<file path="src/rtl/ssp_regs.vh">
`ifndef SSP_REGS_VH
`define SSP_REGS_VH
// ----------------------------------------------------------------------
// Register map (byte addresses, word aligned).
// ----------------------------------------------------------------------
`define CTRL_ONE_ADDR 5'h00
`define CTRL_TWO_ADDR 5'h04
`define FLAGS_TWO_ADDR 5'h08
`define DATA_PORT_ADDR 5'h0c
`define POP_ADDR 5'h10
`define OVR_CLR_ADDR 5'h14
// ----------------------------------------------------------------------
// Field positions.
// ----------------------------------------------------------------------
`define RATE_LO 16
`define TXEN_BIT 4
`define RXEN_BIT 7
`define MASTER_BIT 9
`define FLG_OVR 0
`define FLG_UND 1
`define FLG_RESIDUAL_VALID_FLAG 2
`define FLG_RESIDUAL_FRAME_FLAG 3
`define FLG_RXHF 4
`define FLG_TXHE 5
`define FLG_RXEMPTY 6
`define FLG_TXFULL 7
// ----------------------------------------------------------------------
// Reset values and sizes.
// ----------------------------------------------------------------------
`define CTRL_ONE_RST 32'h0000_0000
`define CTRL_TWO_RST 32'h0000_0000
`define FIFO_DEPTH 16
`define FIFO_HALF 8
// ----------------------------------------------------------------------
// Timing: half periods of the master serial clock at 125 MHz.
// ----------------------------------------------------------------------
`define CLK_HZ 125000000
`define RATE0_HZ 4000
`define RATE1_HZ 16000
`define RATE2_HZ 64000
`define RATE3_HZ 128000
`define HALF0 (`CLK_HZ / (2 * `RATE0_HZ))
`define HALF1 (`CLK_HZ / (2 * `RATE1_HZ))
`define HALF2 (`CLK_HZ / (2 * `RATE2_HZ))
`define HALF3 (`CLK_HZ / (2 * `RATE3_HZ))
`endif

</file>
<file path="src/rtl/serial_port.v">
// Behaviour
// - Separate 16-deep half-word RX and TX FIFOs behind one data port.
// - RX irq at RX half full, TX irq at TX half empty.
// - Slave: clock, rx data and both syncs are inputs; tx data out.
// - Master: clock, tx data and both syncs are driven outputs.
// - Control-two bit 9 high selects master, low selects slave.
// - Bits 4 and 7 enable TX and RX halves; both clear is off.
// - Each byte has a one-clock sync one clock before its first bit.
// - Bits travel most significant first only.
// - Master clock rate from control-one bits 17:16: 4,16,64,128 kHz.
// - Enables take effect and read back one serial clock after write; an idle master takes them within two clocks, a slave drops both at once.
// - TX takes half-words; RX bytes load in pairs, odd byte is residual.
// - Residual sets both flags; valid clears on read or new byte.
// - Writing the pop location pushes the residual byte into RX FIFO.
// - FIFO accesses are words; only lower 16 bits carry data.
// - RX byte follows RX sync, TX byte follows TX sync, independent.
// - Back-to-back syncs repeat every eight clocks, aligned with D0.
// - As master the serial clock runs continuously while TX or RX is enabled.
// - RX overflow sets overrun flag; write to clear location clears.
// - TX underflow sets flag; a TX FIFO write clears it.
// - Slave mode works with external clocks up to 512 kHz.
// - Launch on rising, capture on falling; tx data off when idle.
`timescale 1ns/1ps
`default_nettype none
`include "ssp_regs.vh"
module serial_port (
  input wire clk_i,
  input wire resetn_i,
  input wire [4:0] avs_address_i,
  input wire avs_read_i,
  input wire avs_write_i,
  input wire [31:0] avs_writedata_i,
  input wire [3:0] avs_byteenable_i,
  output reg [31:0] avs_readdata_o,
  output reg avs_waitrequest_o,
  input wire port_serial_clock_pin_i,
  output reg port_serial_clock_pin_o,
  output reg port_serial_clock_pin_oe_o,
  input wire port_rx_data_pin_i,
  output reg port_tx_data_pin_o,
  output reg port_tx_data_pin_oe_o,
  input wire rx_frame_sync_pin_i,
  output reg rx_frame_sync_pin_o,
  output reg rx_frame_sync_pin_oe_o,
  input wire tx_frame_sync_pin_i,
  output reg tx_frame_sync_pin_o,
  output reg tx_frame_sync_pin_oe_o,
  output reg rx_half_full_irq_o,
  output reg tx_half_empty_irq_o
);
  // ----------------------------------------------------------------------
  // Synchronisers for the pins; the first stage feeds only the second.
  // ----------------------------------------------------------------------
  reg [3:0] meta_q;
  reg [3:0] sync_q;
  reg sclk_prev_q;
  always @(posedge clk_i or negedge resetn_i) begin
    if (!resetn_i) begin
      meta_q <= 4'h0;
      sync_q <= 4'h0;
      sclk_prev_q <= 1'b0;
    end else begin
      meta_q <= {tx_frame_sync_pin_i, rx_frame_sync_pin_i,
                 port_rx_data_pin_i, port_serial_clock_pin_i};
      sync_q <= meta_q;
      sclk_prev_q <= sync_q[0];
    end
  end

  // ----------------------------------------------------------------------
  // Control registers.
  // ----------------------------------------------------------------------
  reg [1:0] rate_q;
  reg master_q;
  reg txen_req_q;
  reg rxen_req_q;
  reg txen_q;
  reg rxen_q;
  reg ovr_q;
  reg und_q;
  reg residual_valid_flag_q;
  reg residual_frame_flag_q;
  reg [7:0] res_byte_q;
  reg [15:0] mcnt_q;
  reg mclk_q;
  wire master_w = master_q;
  wire ser_clk = master_w ? mclk_q : sync_q[0];
  wire ser_prev = master_w ? port_serial_clock_pin_o : sclk_prev_q;
  wire ser_rise = ser_clk & ~ser_prev;
  wire ser_fall = ~ser_clk & ser_prev;

  // Half period count selected by the rate field.
  function [31:0] half_of;
    input [1:0] sel;
    begin
      case (sel)
        2'b00: half_of = `HALF0;
        2'b01: half_of = `HALF1;
        2'b10: half_of = `HALF2;
        default: half_of = `HALF3;
      endcase
    end
  endfunction

  // Master clock divider; never stops between bytes so the link has a
  // steady clock to frame against.
  always @(posedge clk_i or negedge resetn_i) begin
    if (!resetn_i) begin
      mcnt_q <= 16'h0000;
      mclk_q <= 1'b0;
    end else if (!master_w || !(txen_q || rxen_q)) begin
      mcnt_q <= 16'h0000;
      mclk_q <= 1'b0;
    end else if ({16'h0000, mcnt_q} >= half_of(rate_q) - 32'h1) begin
      mcnt_q <= 16'h0000;
      mclk_q <= ~mclk_q;
    end else begin
      mcnt_q <= mcnt_q + 16'h0001;
    end
  end

  // Requested enables move into force on a serial rising edge, or at once for a slave with none requested; a master with
  // none in force takes them two clocks after the request, so its divider can start up.
  wire any_req = txen_req_q | rxen_req_q;
  reg gate_q;
  always @(posedge clk_i or negedge resetn_i) begin
    if (!resetn_i) begin
      txen_q <= 1'b0;
      rxen_q <= 1'b0;
      gate_q <= 1'b0;
    end else begin
      gate_q <= any_req;
      if (ser_rise || (!any_req && !master_w)) begin
        txen_q <= txen_req_q;
        rxen_q <= rxen_req_q;
      end else if (master_w && any_req && !(txen_q || rxen_q)) begin
        txen_q <= txen_req_q & gate_q;
        rxen_q <= rxen_req_q & gate_q;
      end
    end
  end

  // ----------------------------------------------------------------------
  // FIFOs: flip-flop storage indexed by pointers, one per direction.
  // ----------------------------------------------------------------------
  reg [15:0] txmem_q [0:`FIFO_DEPTH-1];
  reg [15:0] rxmem_q [0:`FIFO_DEPTH-1];
  reg [3:0] txwp_q, txrp_q, rxwp_q, rxrp_q;
  reg [4:0] txcnt_q, rxcnt_q;
  wire is_wr = avs_write_i & ~avs_waitrequest_o;
  wire is_rd = avs_read_i & ~avs_waitrequest_o;
  wire tx_push = is_wr && avs_address_i == `DATA_PORT_ADDR &&
                 txcnt_q != `FIFO_DEPTH;
  wire rx_pop = is_rd && avs_address_i == `DATA_PORT_ADDR &&
                rxcnt_q != 5'h00;
  reg tx_pop;
  reg rx_push;
  reg [15:0] rx_push_data;
  wire pop_wr = is_wr && avs_address_i == `POP_ADDR;

  always @(posedge clk_i) begin
    if (tx_push)
      txmem_q[txwp_q] <= avs_writedata_i[15:0];
    if (rx_push && rxcnt_q != `FIFO_DEPTH)
      rxmem_q[rxwp_q] <= rx_push_data;
  end

  // Pointers and counts of both FIFOs.
  always @(posedge clk_i or negedge resetn_i) begin
    if (!resetn_i) begin
      txwp_q <= 4'h0;
      txrp_q <= 4'h0;
      rxwp_q <= 4'h0;
      rxrp_q <= 4'h0;
      txcnt_q <= 5'h00;
      rxcnt_q <= 5'h00;
    end else begin
      if (tx_push)
        txwp_q <= txwp_q + 4'h1;
      if (tx_pop)
        txrp_q <= txrp_q + 4'h1;
      txcnt_q <= txcnt_q + {4'h0, tx_push} - {4'h0, tx_pop};
      if (rx_push && rxcnt_q != `FIFO_DEPTH)
        rxwp_q <= rxwp_q + 4'h1;
      if (rx_pop)
        rxrp_q <= rxrp_q + 4'h1;
      rxcnt_q <= rxcnt_q + {4'h0, rx_push && rxcnt_q != `FIFO_DEPTH} -
                 {4'h0, rx_pop};
    end
  end

  // ----------------------------------------------------------------------
  // Transmit side: sync one clock ahead of the MSB, then 8 bits.
  // ----------------------------------------------------------------------
  reg [15:0] txword_q;
  reg txhalf_q;
  reg txhave_q;
  reg [7:0] txsh_q;
  reg [3:0] txbit_q;
  reg txsync_q;
  reg [2:0] mtx_q;
  wire tx_sync_now = sync_q[3]; // Registered in txsync_q so the MSB follows the sync.
  always @(posedge clk_i or negedge resetn_i) begin
    if (!resetn_i) begin
      txword_q <= 16'h0000;
      txhalf_q <= 1'b0;
      txhave_q <= 1'b0;
      txsh_q <= 8'h00;
      txbit_q <= 4'h0;
      txsync_q <= 1'b0;
      mtx_q <= 3'h0;
      tx_pop <= 1'b0;
      und_q <= 1'b0;
    end else begin
      tx_pop <= 1'b0;
      if (tx_push)
        und_q <= 1'b0;
      if (!txen_q) begin
        txbit_q <= 4'h0;
        txsync_q <= 1'b0;
        mtx_q <= 3'h0;
      end else if (ser_rise) begin
        mtx_q <= mtx_q + 3'h1;
        txsync_q <= master_w ? (mtx_q == 3'h6) : tx_sync_now;
        if (txbit_q != 4'h0) begin
          txsh_q <= {txsh_q[6:0], 1'b0};
          txbit_q <= txbit_q - 4'h1;
        end
        if (txsync_q) begin
          txbit_q <= 4'h8;
          if (txhave_q && txhalf_q) begin
            txsh_q <= txword_q[7:0];
            txhave_q <= 1'b0;
          end else if (txcnt_q != 5'h00 && !tx_pop) begin
            txsh_q <= txmem_q[txrp_q][15:8];
            txword_q <= txmem_q[txrp_q];
            txhave_q <= 1'b1;
            txhalf_q <= 1'b1;
            tx_pop <= 1'b1;
          end else begin
            txsh_q <= 8'h00;
            und_q <= 1'b1;
          end
        end
      end
    end
  end

  // ----------------------------------------------------------------------
  // Receive side: capture on falling edges, pair bytes into half-words.
  // ----------------------------------------------------------------------
  reg [7:0] rxsh_q;
  reg [3:0] rxbit_q;
  reg rxarm_q;
  reg [2:0] mrx_q;
  reg rxsync_q;
  wire rx_sync_now = master_w ? rxsync_q : sync_q[2];
  always @(posedge clk_i or negedge resetn_i) begin
    if (!resetn_i) begin
      rxsh_q <= 8'h00;
      rxbit_q <= 4'h0;
      rxarm_q <= 1'b0;
      mrx_q <= 3'h0;
      rxsync_q <= 1'b0;
      rx_push <= 1'b0;
      rx_push_data <= 16'h0000;
      residual_valid_flag_q <= 1'b0;
      residual_frame_flag_q <= 1'b0;
      res_byte_q <= 8'h00;
      ovr_q <= 1'b0;
    end else begin
      rx_push <= 1'b0;
      if (ser_rise && rxen_q) begin
        mrx_q <= mrx_q + 3'h1;
        rxsync_q <= master_w && mrx_q == 3'h6;
      end
      if (is_wr && avs_address_i == `OVR_CLR_ADDR)
        ovr_q <= 1'b0;
      if (is_rd && avs_address_i == `FLAGS_TWO_ADDR && residual_valid_flag_q)
        residual_valid_flag_q <= 1'b0;
      if (pop_wr) begin
        rx_push <= 1'b1;
        rx_push_data <= {8'h00, res_byte_q};
        residual_valid_flag_q <= 1'b0;
      end
      if (!rxen_q) begin
        rxbit_q <= 4'h0;
        rxarm_q <= 1'b0;
        mrx_q <= 3'h0;
        rxsync_q <= 1'b0;
      end else if (ser_fall) begin
        if (rx_sync_now && rxbit_q == 4'h0) begin
          rxbit_q <= 4'h8;
        end else if (rxbit_q != 4'h0) begin
          rxsh_q <= {rxsh_q[6:0], sync_q[1]};
          rxbit_q <= rxbit_q - 4'h1;
          if (rxbit_q == 4'h1) begin
            residual_valid_flag_q <= 1'b0;
            residual_frame_flag_q <= 1'b0;
            if (rxarm_q) begin
              rx_push <= 1'b1;
              rx_push_data <= {res_byte_q, rxsh_q[6:0], sync_q[1]};
              rxarm_q <= 1'b0;
            end else begin
              res_byte_q <= {rxsh_q[6:0], sync_q[1]};
              rxarm_q <= 1'b1;
            end
          end
          if (rxbit_q == 4'h1 && rx_sync_now)
            rxbit_q <= 4'h8;
        end
      end else if (rxarm_q && rxbit_q == 4'h0 && ser_rise && !rx_sync_now) begin
        residual_valid_flag_q <= 1'b1;
        residual_frame_flag_q <= 1'b1;
        rxarm_q <= 1'b0;
      end
      if (rx_push && rxcnt_q == `FIFO_DEPTH)
        ovr_q <= 1'b1;
    end
  end

  // ----------------------------------------------------------------------
  // Avalon slave: one wait state, then answer.
  // ----------------------------------------------------------------------
  always @(posedge clk_i or negedge resetn_i) begin
    if (!resetn_i) begin
      avs_waitrequest_o <= 1'b1;
      avs_readdata_o <= 32'h0000_0000;
      rate_q <= 2'b00;
      master_q <= 1'b0;
      txen_req_q <= 1'b0;
      rxen_req_q <= 1'b0;
    end else begin
      avs_waitrequest_o <= ~((avs_read_i | avs_write_i) & avs_waitrequest_o);
      if (is_wr && avs_address_i == `CTRL_ONE_ADDR && avs_byteenable_i[2])
        rate_q <= avs_writedata_i[`RATE_LO+1:`RATE_LO];
      if (is_wr && avs_address_i == `CTRL_TWO_ADDR) begin
        if (avs_byteenable_i[1])
          master_q <= avs_writedata_i[`MASTER_BIT];
        if (avs_byteenable_i[0]) begin
          txen_req_q <= avs_writedata_i[`TXEN_BIT];
          rxen_req_q <= avs_writedata_i[`RXEN_BIT];
        end
      end
      if (!(avs_read_i & avs_waitrequest_o))
        avs_readdata_o <= 32'h0000_0000;
      else begin
        case (avs_address_i)
          `CTRL_ONE_ADDR: avs_readdata_o <= {14'h0000, rate_q, 16'h0000};
          `CTRL_TWO_ADDR: avs_readdata_o <= {22'h000000, master_q, 1'b0,
                                             rxen_q, 2'b00, txen_q,
                                             4'h0};
          `FLAGS_TWO_ADDR: avs_readdata_o <= {24'h000000,
                                              txcnt_q == `FIFO_DEPTH,
                                              rxcnt_q == 5'h00,
                                              tx_half_empty_irq_o,
                                              rx_half_full_irq_o,
                                              residual_frame_flag_q, residual_valid_flag_q,
                                              und_q, ovr_q};
          `DATA_PORT_ADDR: avs_readdata_o <= {16'h0000, rxmem_q[rxrp_q]};
          default: avs_readdata_o <= 32'h0000_0000;
        endcase
      end
    end
  end

  // ----------------------------------------------------------------------
  // Pin drive and interrupts, all from flip-flops.
  // ----------------------------------------------------------------------
  always @(posedge clk_i or negedge resetn_i) begin
    if (!resetn_i) begin
      port_serial_clock_pin_o <= 1'b0;
      port_serial_clock_pin_oe_o <= 1'b0;
      port_tx_data_pin_o <= 1'b0;
      port_tx_data_pin_oe_o <= 1'b0;
      rx_frame_sync_pin_o <= 1'b0;
      rx_frame_sync_pin_oe_o <= 1'b0;
      tx_frame_sync_pin_o <= 1'b0;
      tx_frame_sync_pin_oe_o <= 1'b0;
      rx_half_full_irq_o <= 1'b0;
      tx_half_empty_irq_o <= 1'b0;
    end else begin
      port_serial_clock_pin_o <= mclk_q;
      port_serial_clock_pin_oe_o <= master_w;
      rx_frame_sync_pin_oe_o <= master_w;
      tx_frame_sync_pin_oe_o <= master_w;
      tx_frame_sync_pin_o <= txsync_q;
      rx_frame_sync_pin_o <= rxsync_q;
      port_tx_data_pin_o <= txsh_q[7];
      port_tx_data_pin_oe_o <= txen_q && txbit_q != 4'h0;
      rx_half_full_irq_o <= rxen_q && rxcnt_q >= `FIFO_HALF;
      tx_half_empty_irq_o <= txen_q && txcnt_q <= `FIFO_HALF;
    end
  end
endmodule // serial_port
`default_nettype wire

</file>
<file path="config.mk">
export PLATFORM = sky130hd
export DESIGN_NAME = serial_port
export DESIGN_NICKNAME = d
export VERILOG_FILES = /design/src/rtl/serial_port.v
export VERILOG_INCLUDE_DIRS = /design/src /design/src/rtl
export SDC_FILE = /design/constraint.sdc
export NUM_CORES = 1
export LEC_CHECK = 0
export BUFFER_PORTS_ARGS = -buffer_cell sky130_fd_sc_hd__buf_2
export CORE_ASPECT_RATIO = 0.6
export CORE_MARGIN = 10
export CORE_UTILIZATION = 65
export CTS_CLUSTER_SIZE = 10
export DETAILED_ROUTE_END_ITERATION = 10
export HOLD_SLACK_MARGIN = 0.15
export PLACE_DENSITY = 0.83
export REMOVE_ABC_BUFFERS = 1
export SYNTH_ARGS = -nofsm -noshare
export SYNTH_HDL_FRONTEND = slang
export SYNTH_SLANG_ARGS = --single-unit
</file>
<file path="constraint.sdc">
create_clock -name clk_i -period 6.15 [get_ports clk_i]
set_clock_uncertainty 0.05 [all_clocks]
set_input_delay 0.3075 -clock clk_i [delete_from_list [all_inputs] [get_ports clk_i]]
set_output_delay 0.3075 -clock clk_i [all_outputs]
set_load 0.01 [all_outputs]
</file>
# After elaboration in Yosys (flattened, before gate mapping)
# Memory sizes are Yosys's and may differ from the RTL's.
# Cells that the tools add are included.
# word_totals
ff_bits	173
ramBits	512
input_bits	49
n_memories	2
# op_classes
n_addsub	14
magnitude_cmp	3
eq_ne	26
muxes	90
bitwise_logic	18
reduce_logical	61
# mem_list
name	words	width	rd	rd_clocked_by_memory_dff	wr	line_no	source
rxmem_q	16	16	1	0	1	serial_port.v:147	reg [15:0] rxmem_q [0:`FIFO_DEPTH-1];
txmem_q	16	16	1	0	1	serial_port.v:146	reg [15:0] txmem_q [0:`FIFO_DEPTH-1];
# ops
op	n
2-to-1 mux 16 bit	9
one-hot mux 18 bit (4 select lines)	1
2-to-1 mux 1 bit	60
one-hot mux 14 bit (3 select lines)	1
2-to-1 mux 4 bit	9
>= comparator 16 x 32 -> 1 bit	1
2-to-1 mux 32 bit	1
2-to-1 mux 8 bit	4
subtractor 32 x 1 -> 32 bit, second input constant	1
logical AND 1 bit	28
equality test 5 bit, second input constant	4
2-to-1 mux 18 bit	1
adder 16 x 1 -> 16 bit, second input constant	1
adder 4 x 1 -> 4 bit, second input constant	4
2-to-1 mux 3 bit	4
AND reduction 4 bit	3
nonzero test 2 bit	6
adder 5 x 1 -> 5 bit	2
equality test 5 x 4 -> 1 bit, second input constant	2
zero test 5 bit	2
!= test 2 x 1 -> 1 bit, second input constant	5
!= test 5 bit, second input constant	2
AND reduction 5 bit	2
nonzero test 5 bit	2
25 further kinds	57

# Longest topological paths before layout
# depth
ltp_word	11
depth_mapped	17
depth_no_buf	16

# Worst setup path before layout
# Ideal clock, no wire load.
# synth_path
path_kind	reg2reg
start	register txcnt_q[2]
end	memory txmem_q[0][0] (enable)
setup_time_ns	0.430
arrival_ns	2.873
path_slack_ns	2.797
stages_incl_launch_ff	9
path_buffers	1
synth_period_minus_slack_ns	3.353
cell_sequence	dfrtp_1 inv_1 ha_1 nor3b_1 nand2_1 and4_1 buf_2 clkinv_1 nor4_1
# synth_between
elab_chain_cells	4
# synth_rtl
element	line_no	source
from (decl)	serial_port.v:149	reg [4:0] txcnt_q, rxcnt_q;
from (signal assigned)	serial_port.v:182	txcnt_q <= txcnt_q + {4'h0, tx_push} - {4'h0, tx_pop};
!= test 5 bit (no source line)	n/a	
logical AND 1 bit (no source line)	n/a	
2-to-1 mux 1 bit	serial_port.v:162	if (tx_push)
2-to-1 mux 1 bit (not written as such)	serial_port.v:163	txmem_q[txwp_q] <= avs_writedata_i[15:0];
to (decl)	serial_port.v:146	
# Every way passes these cells.

# Final worst setup path
# layout_path
start	input avs_address_i[0]
end	memory txmem_q[9][8] (enable)
# layout_between
elab_chain_cells	5
# layout_rtl
element	line_no	source
from (decl)	serial_port.v:29	input wire [4:0] avs_address_i,
equality test 5 x 4 -> 1 bit	n/a	
logical AND 1 bit (no source line) (2 in a row)	n/a	
2-to-1 mux 1 bit	serial_port.v:162	
2-to-1 mux 1 bit (not written as such)	serial_port.v:163	
# Every way passes these cells.

==> flow_summary.json <==
{
  "outcome": "finished, final reports clean",
  "worst_r2r_path_depth": 8,
  "die_h_um": 178.0,
  "synth_ff_type": "edfxtp_1",
  "hp-class": "input pin to flip-flop",
  "period_share": 0.6069,
  "grt_pass1_wl_um": 96940,
  "row_count": 57,
  "final-max-slew-violation-count": 0,
  "grt_antenna_before_repair": 1,
  "design.core.area_um2": 40790,
  "cts-root-buf": "clkbuf_16",
  "grt_use_met3": 0.08084,
  "layout_setup_ws_ns": 2.418,
  "cpPeakStageDelay_ns": 0.92,
  "die-area_um2": 50400,
  "clock_latency_ns": 0.60,
  "r2r_start": "txcnt_q[2]",
  "ys_ff_latch": 671,
  "synthArstFlopShare": 0.2370,
  "p_per_area_nw_per_um2": 333.9,
  "r2r_setup_slack_ns": 2.69,
  "layout_common_cells": "512 x edfxtp_1, 154 x dfrtp_1, 131 x mux4_2",
  "cp_max_fo": 16,
  "tightest_slew_ns": 1.250,
  "p_seq_frac": 0.520,
  "fin_crit_ns": 3.732,
  "ys_seq_area_frac": 0.7161,
  "drc_errors": 0,
  "yosys.area.top_type_share": 0.5689,
  "numCtsBuffers": 77,
  "rsz0062_at_grt": "no",
  "busiest_layer": "met2",
  "p_sw_uw": 2356,
  "drive_above_1_share": 0.2158,
  "switching_share": 0.2307,
  "p_int_uw": 7859,
  "min_from": "avs_address_i[3]",
  "start_util": 0.6625,
  "grtUsageTotal": 0.2562,
  "grt_pass1_vias": 15513,
  "yosys_warnings": 0,
  "cts_tree": "yes",
  "p_leak_uw": 0.01085,
  "start_kind": "input pin",
  "fmax_ghz": 0.2679,
  "routabilityCongestion": 0.8564,
  "pin_count": 92,
  "cts.path.max_buffers": 3,
  "cts.sinks": 671,
  "ant_nets": 0,
  "synthToLayoutAreaGrowth_pct": 13.18,
  "synth_cell_types": 72,
  "final.setup.tns_ns": 0,
  "synth_edf_count": 512,
  "viasPerCell": 6.607,
  "firstDrtPassIters": 5,
  "chipWidth_um": 283.3,
  "synth_cells": 1528,
  "max_cap_violations": 0,
  "grt_max_degree": 99,
  "wire_per_inst_um": 27.95,
  "via_count": 15096,
  "htree_levels": 3,
  "peakVddDrop_uv": 260.3,
  "wirelength_um": 63880,
  "globalRouteMet2Util": 0.3822,
  "hold_depth": 3,
  "rr_endpoint": "txmem_q[9][8]",
  "synthTopCellsByArea": "edfxtp_1 57%, dfrtp_1 15%, mux4_2 11%",
  "place.detailed.hpwl_um": 37350,
  "numPortBuffers": 62,
  "syn_avg_cell_area_um2": 17.69,
  "worstPathCellList": "dlygate4sd3_1 -> buf_2 -> nor4b_1 -> and4_1 -> clkinv_1 -> nor3b_1 -> and2_1",
  "cp.required_ns": 6.30,
  "final_common_cell": "edfxtp_1",
  "clk_pin_slew_ns": 0.05,
  "yosysTopAreaCell": "edfxtp_1",
  "hold-worst-slack_ns": 0.1801,
  "worstSetupEndpointType": "flip-flop",
  "grt.overflow.total": 0,
  "drt_iter0_drc": 2208,
  "nets": 1770,
  "maxSlewHeadroom": 0.1606,
  "power_uw": 10210,
  "synth_area_um2": 27030,
  "p_clk_frac": 0.406,
  "holdPathEnd": "avs_readdata_o[16]",
  "preCtsSetupSlack_ns": 2.405,
  "met1_usage": 0.3591,
  "setup_viol": 0,
  "cp_slowest_cell": "and2_1",
  "power.combinational.fraction": 0.074,
  "hold_viol": 0,
  "crit_arrival_ns": 3.88,
  "worstSetupPathType": "input pin to flip-flop"
}
-- through the flow --
step                instances  utilization  cell area (µm²)
global placement         2111       0.6858            27980
finish                   2285       0.7498            30590
detailed placement       2111       0.6858            27980
floorplan                1462            -            26680
global route             2285       0.7498            30590
CTS                      2284       0.7498            30590
-- cells in the mapped netlist (all sizes together) (25+ instances only) --
master	instances
ha	53
mux4	131
clkbuf	38
nor2	68
a21oi	25
nand3	26
inv	55
dfrtp	158
mux2	33
edfxtp	512
nand2	91
and2	25
buf	43
-- state kept, by name (all words and copies together), names as in the netlist, 3 cells and up --
name and count:
rxmem_q 256, txmem_q 256, avs_readdata_o 18, mcnt_q 16, rx_push_data 16, res_byte_q 8
txsh_q 8, txword_q 8, rxsh_q 7, rxcnt_q 5, txcnt_q 5, meta_q 4
rxbit_q 4, rxrp_q 4, rxwp_q 4, sync_q 4, txbit_q 4, txrp_q 4
txwp_q 4, mrx_q 3, mtx_q 3
-- worst max-delay path: cells and delay by family --
family                 cells  cell delay [ns]
and+or+nand+nor            4             2.49
buffers and inverters      3             1.07
-- repair_timing --
action / CTS / global route
hold endpoints to repair: 366 / 0
resized for setup: 0 / 0
hold buffers: 36 / 0
buffers inserted: 0 / 0
-- worst max path at each step --
stage / startpoint / endpoint / slack (ns) / cells after the start
4_1_cts: avs_address_i[0] / txmem_q[9][11] / 2.53 / 7
5_1_grt: avs_address_i[0] / txmem_q[9][9] / 2.23 / 7
2_1_floorplan: rxrp_q[0] / avs_readdata_o[15] / 2.11 / 3
3_5_place_dp: avs_address_i[4] / txmem_q[7][5] / 2.40 / 6
3_3_place_gp: avs_address_i[4] / txmem_q[7][5] / 2.54 / 6
6_report: avs_address_i[0] / txmem_q[9][8] / 2.42 / 7
-- per-layer routing --
| metal | up-vias | share of wire |
|---|---|---|
| li1 | 6185 | - |
| met2 | 1046 | 0.46 |
| met3 | 151 | 0.13 |
| met4 | 0 | 0.028 |
| met1 | 7714 | 0.39 |
| met5 | - | 0 |
-- logic make-up after synthesis --
family                   Yosys count  share of synthesized area
flip-flops                       671                     0.7161
multiplexers                     187                     0.1325
XOR/XNOR                          34                    0.01102
other                              1                  0.0001387
buffers and inverters            139                    0.02305
adder cells (fa/ha/maj)           55                    0.02602
AO/OA/AOI/OAI                    145                    0.03630
AND/OR/NAND/NOR                  296                    0.05481
-- power by group through the flow --
stage	sequential, µW	clock [µW]	combinational, µW
after floorplan	5330	0	513
after global placement	5370	0	683
after detailed placement	5400	0	718
after CTS	5310	4170	754
after global routing	5340	4360	832
final	5310	4150	754
-- cell type report --
cell class	instances	area, µm²
clock buffers	132	2197
fillers	2208	10200
clock inverters	5	51.30
diodes	1	2.502
well taps	560	700.7
repair buffers	125	879.6
inverters	58	217.7
multi-input cells	733	7176
flip-flops and latches	671	19360
(Power assumes the default switching activity.)
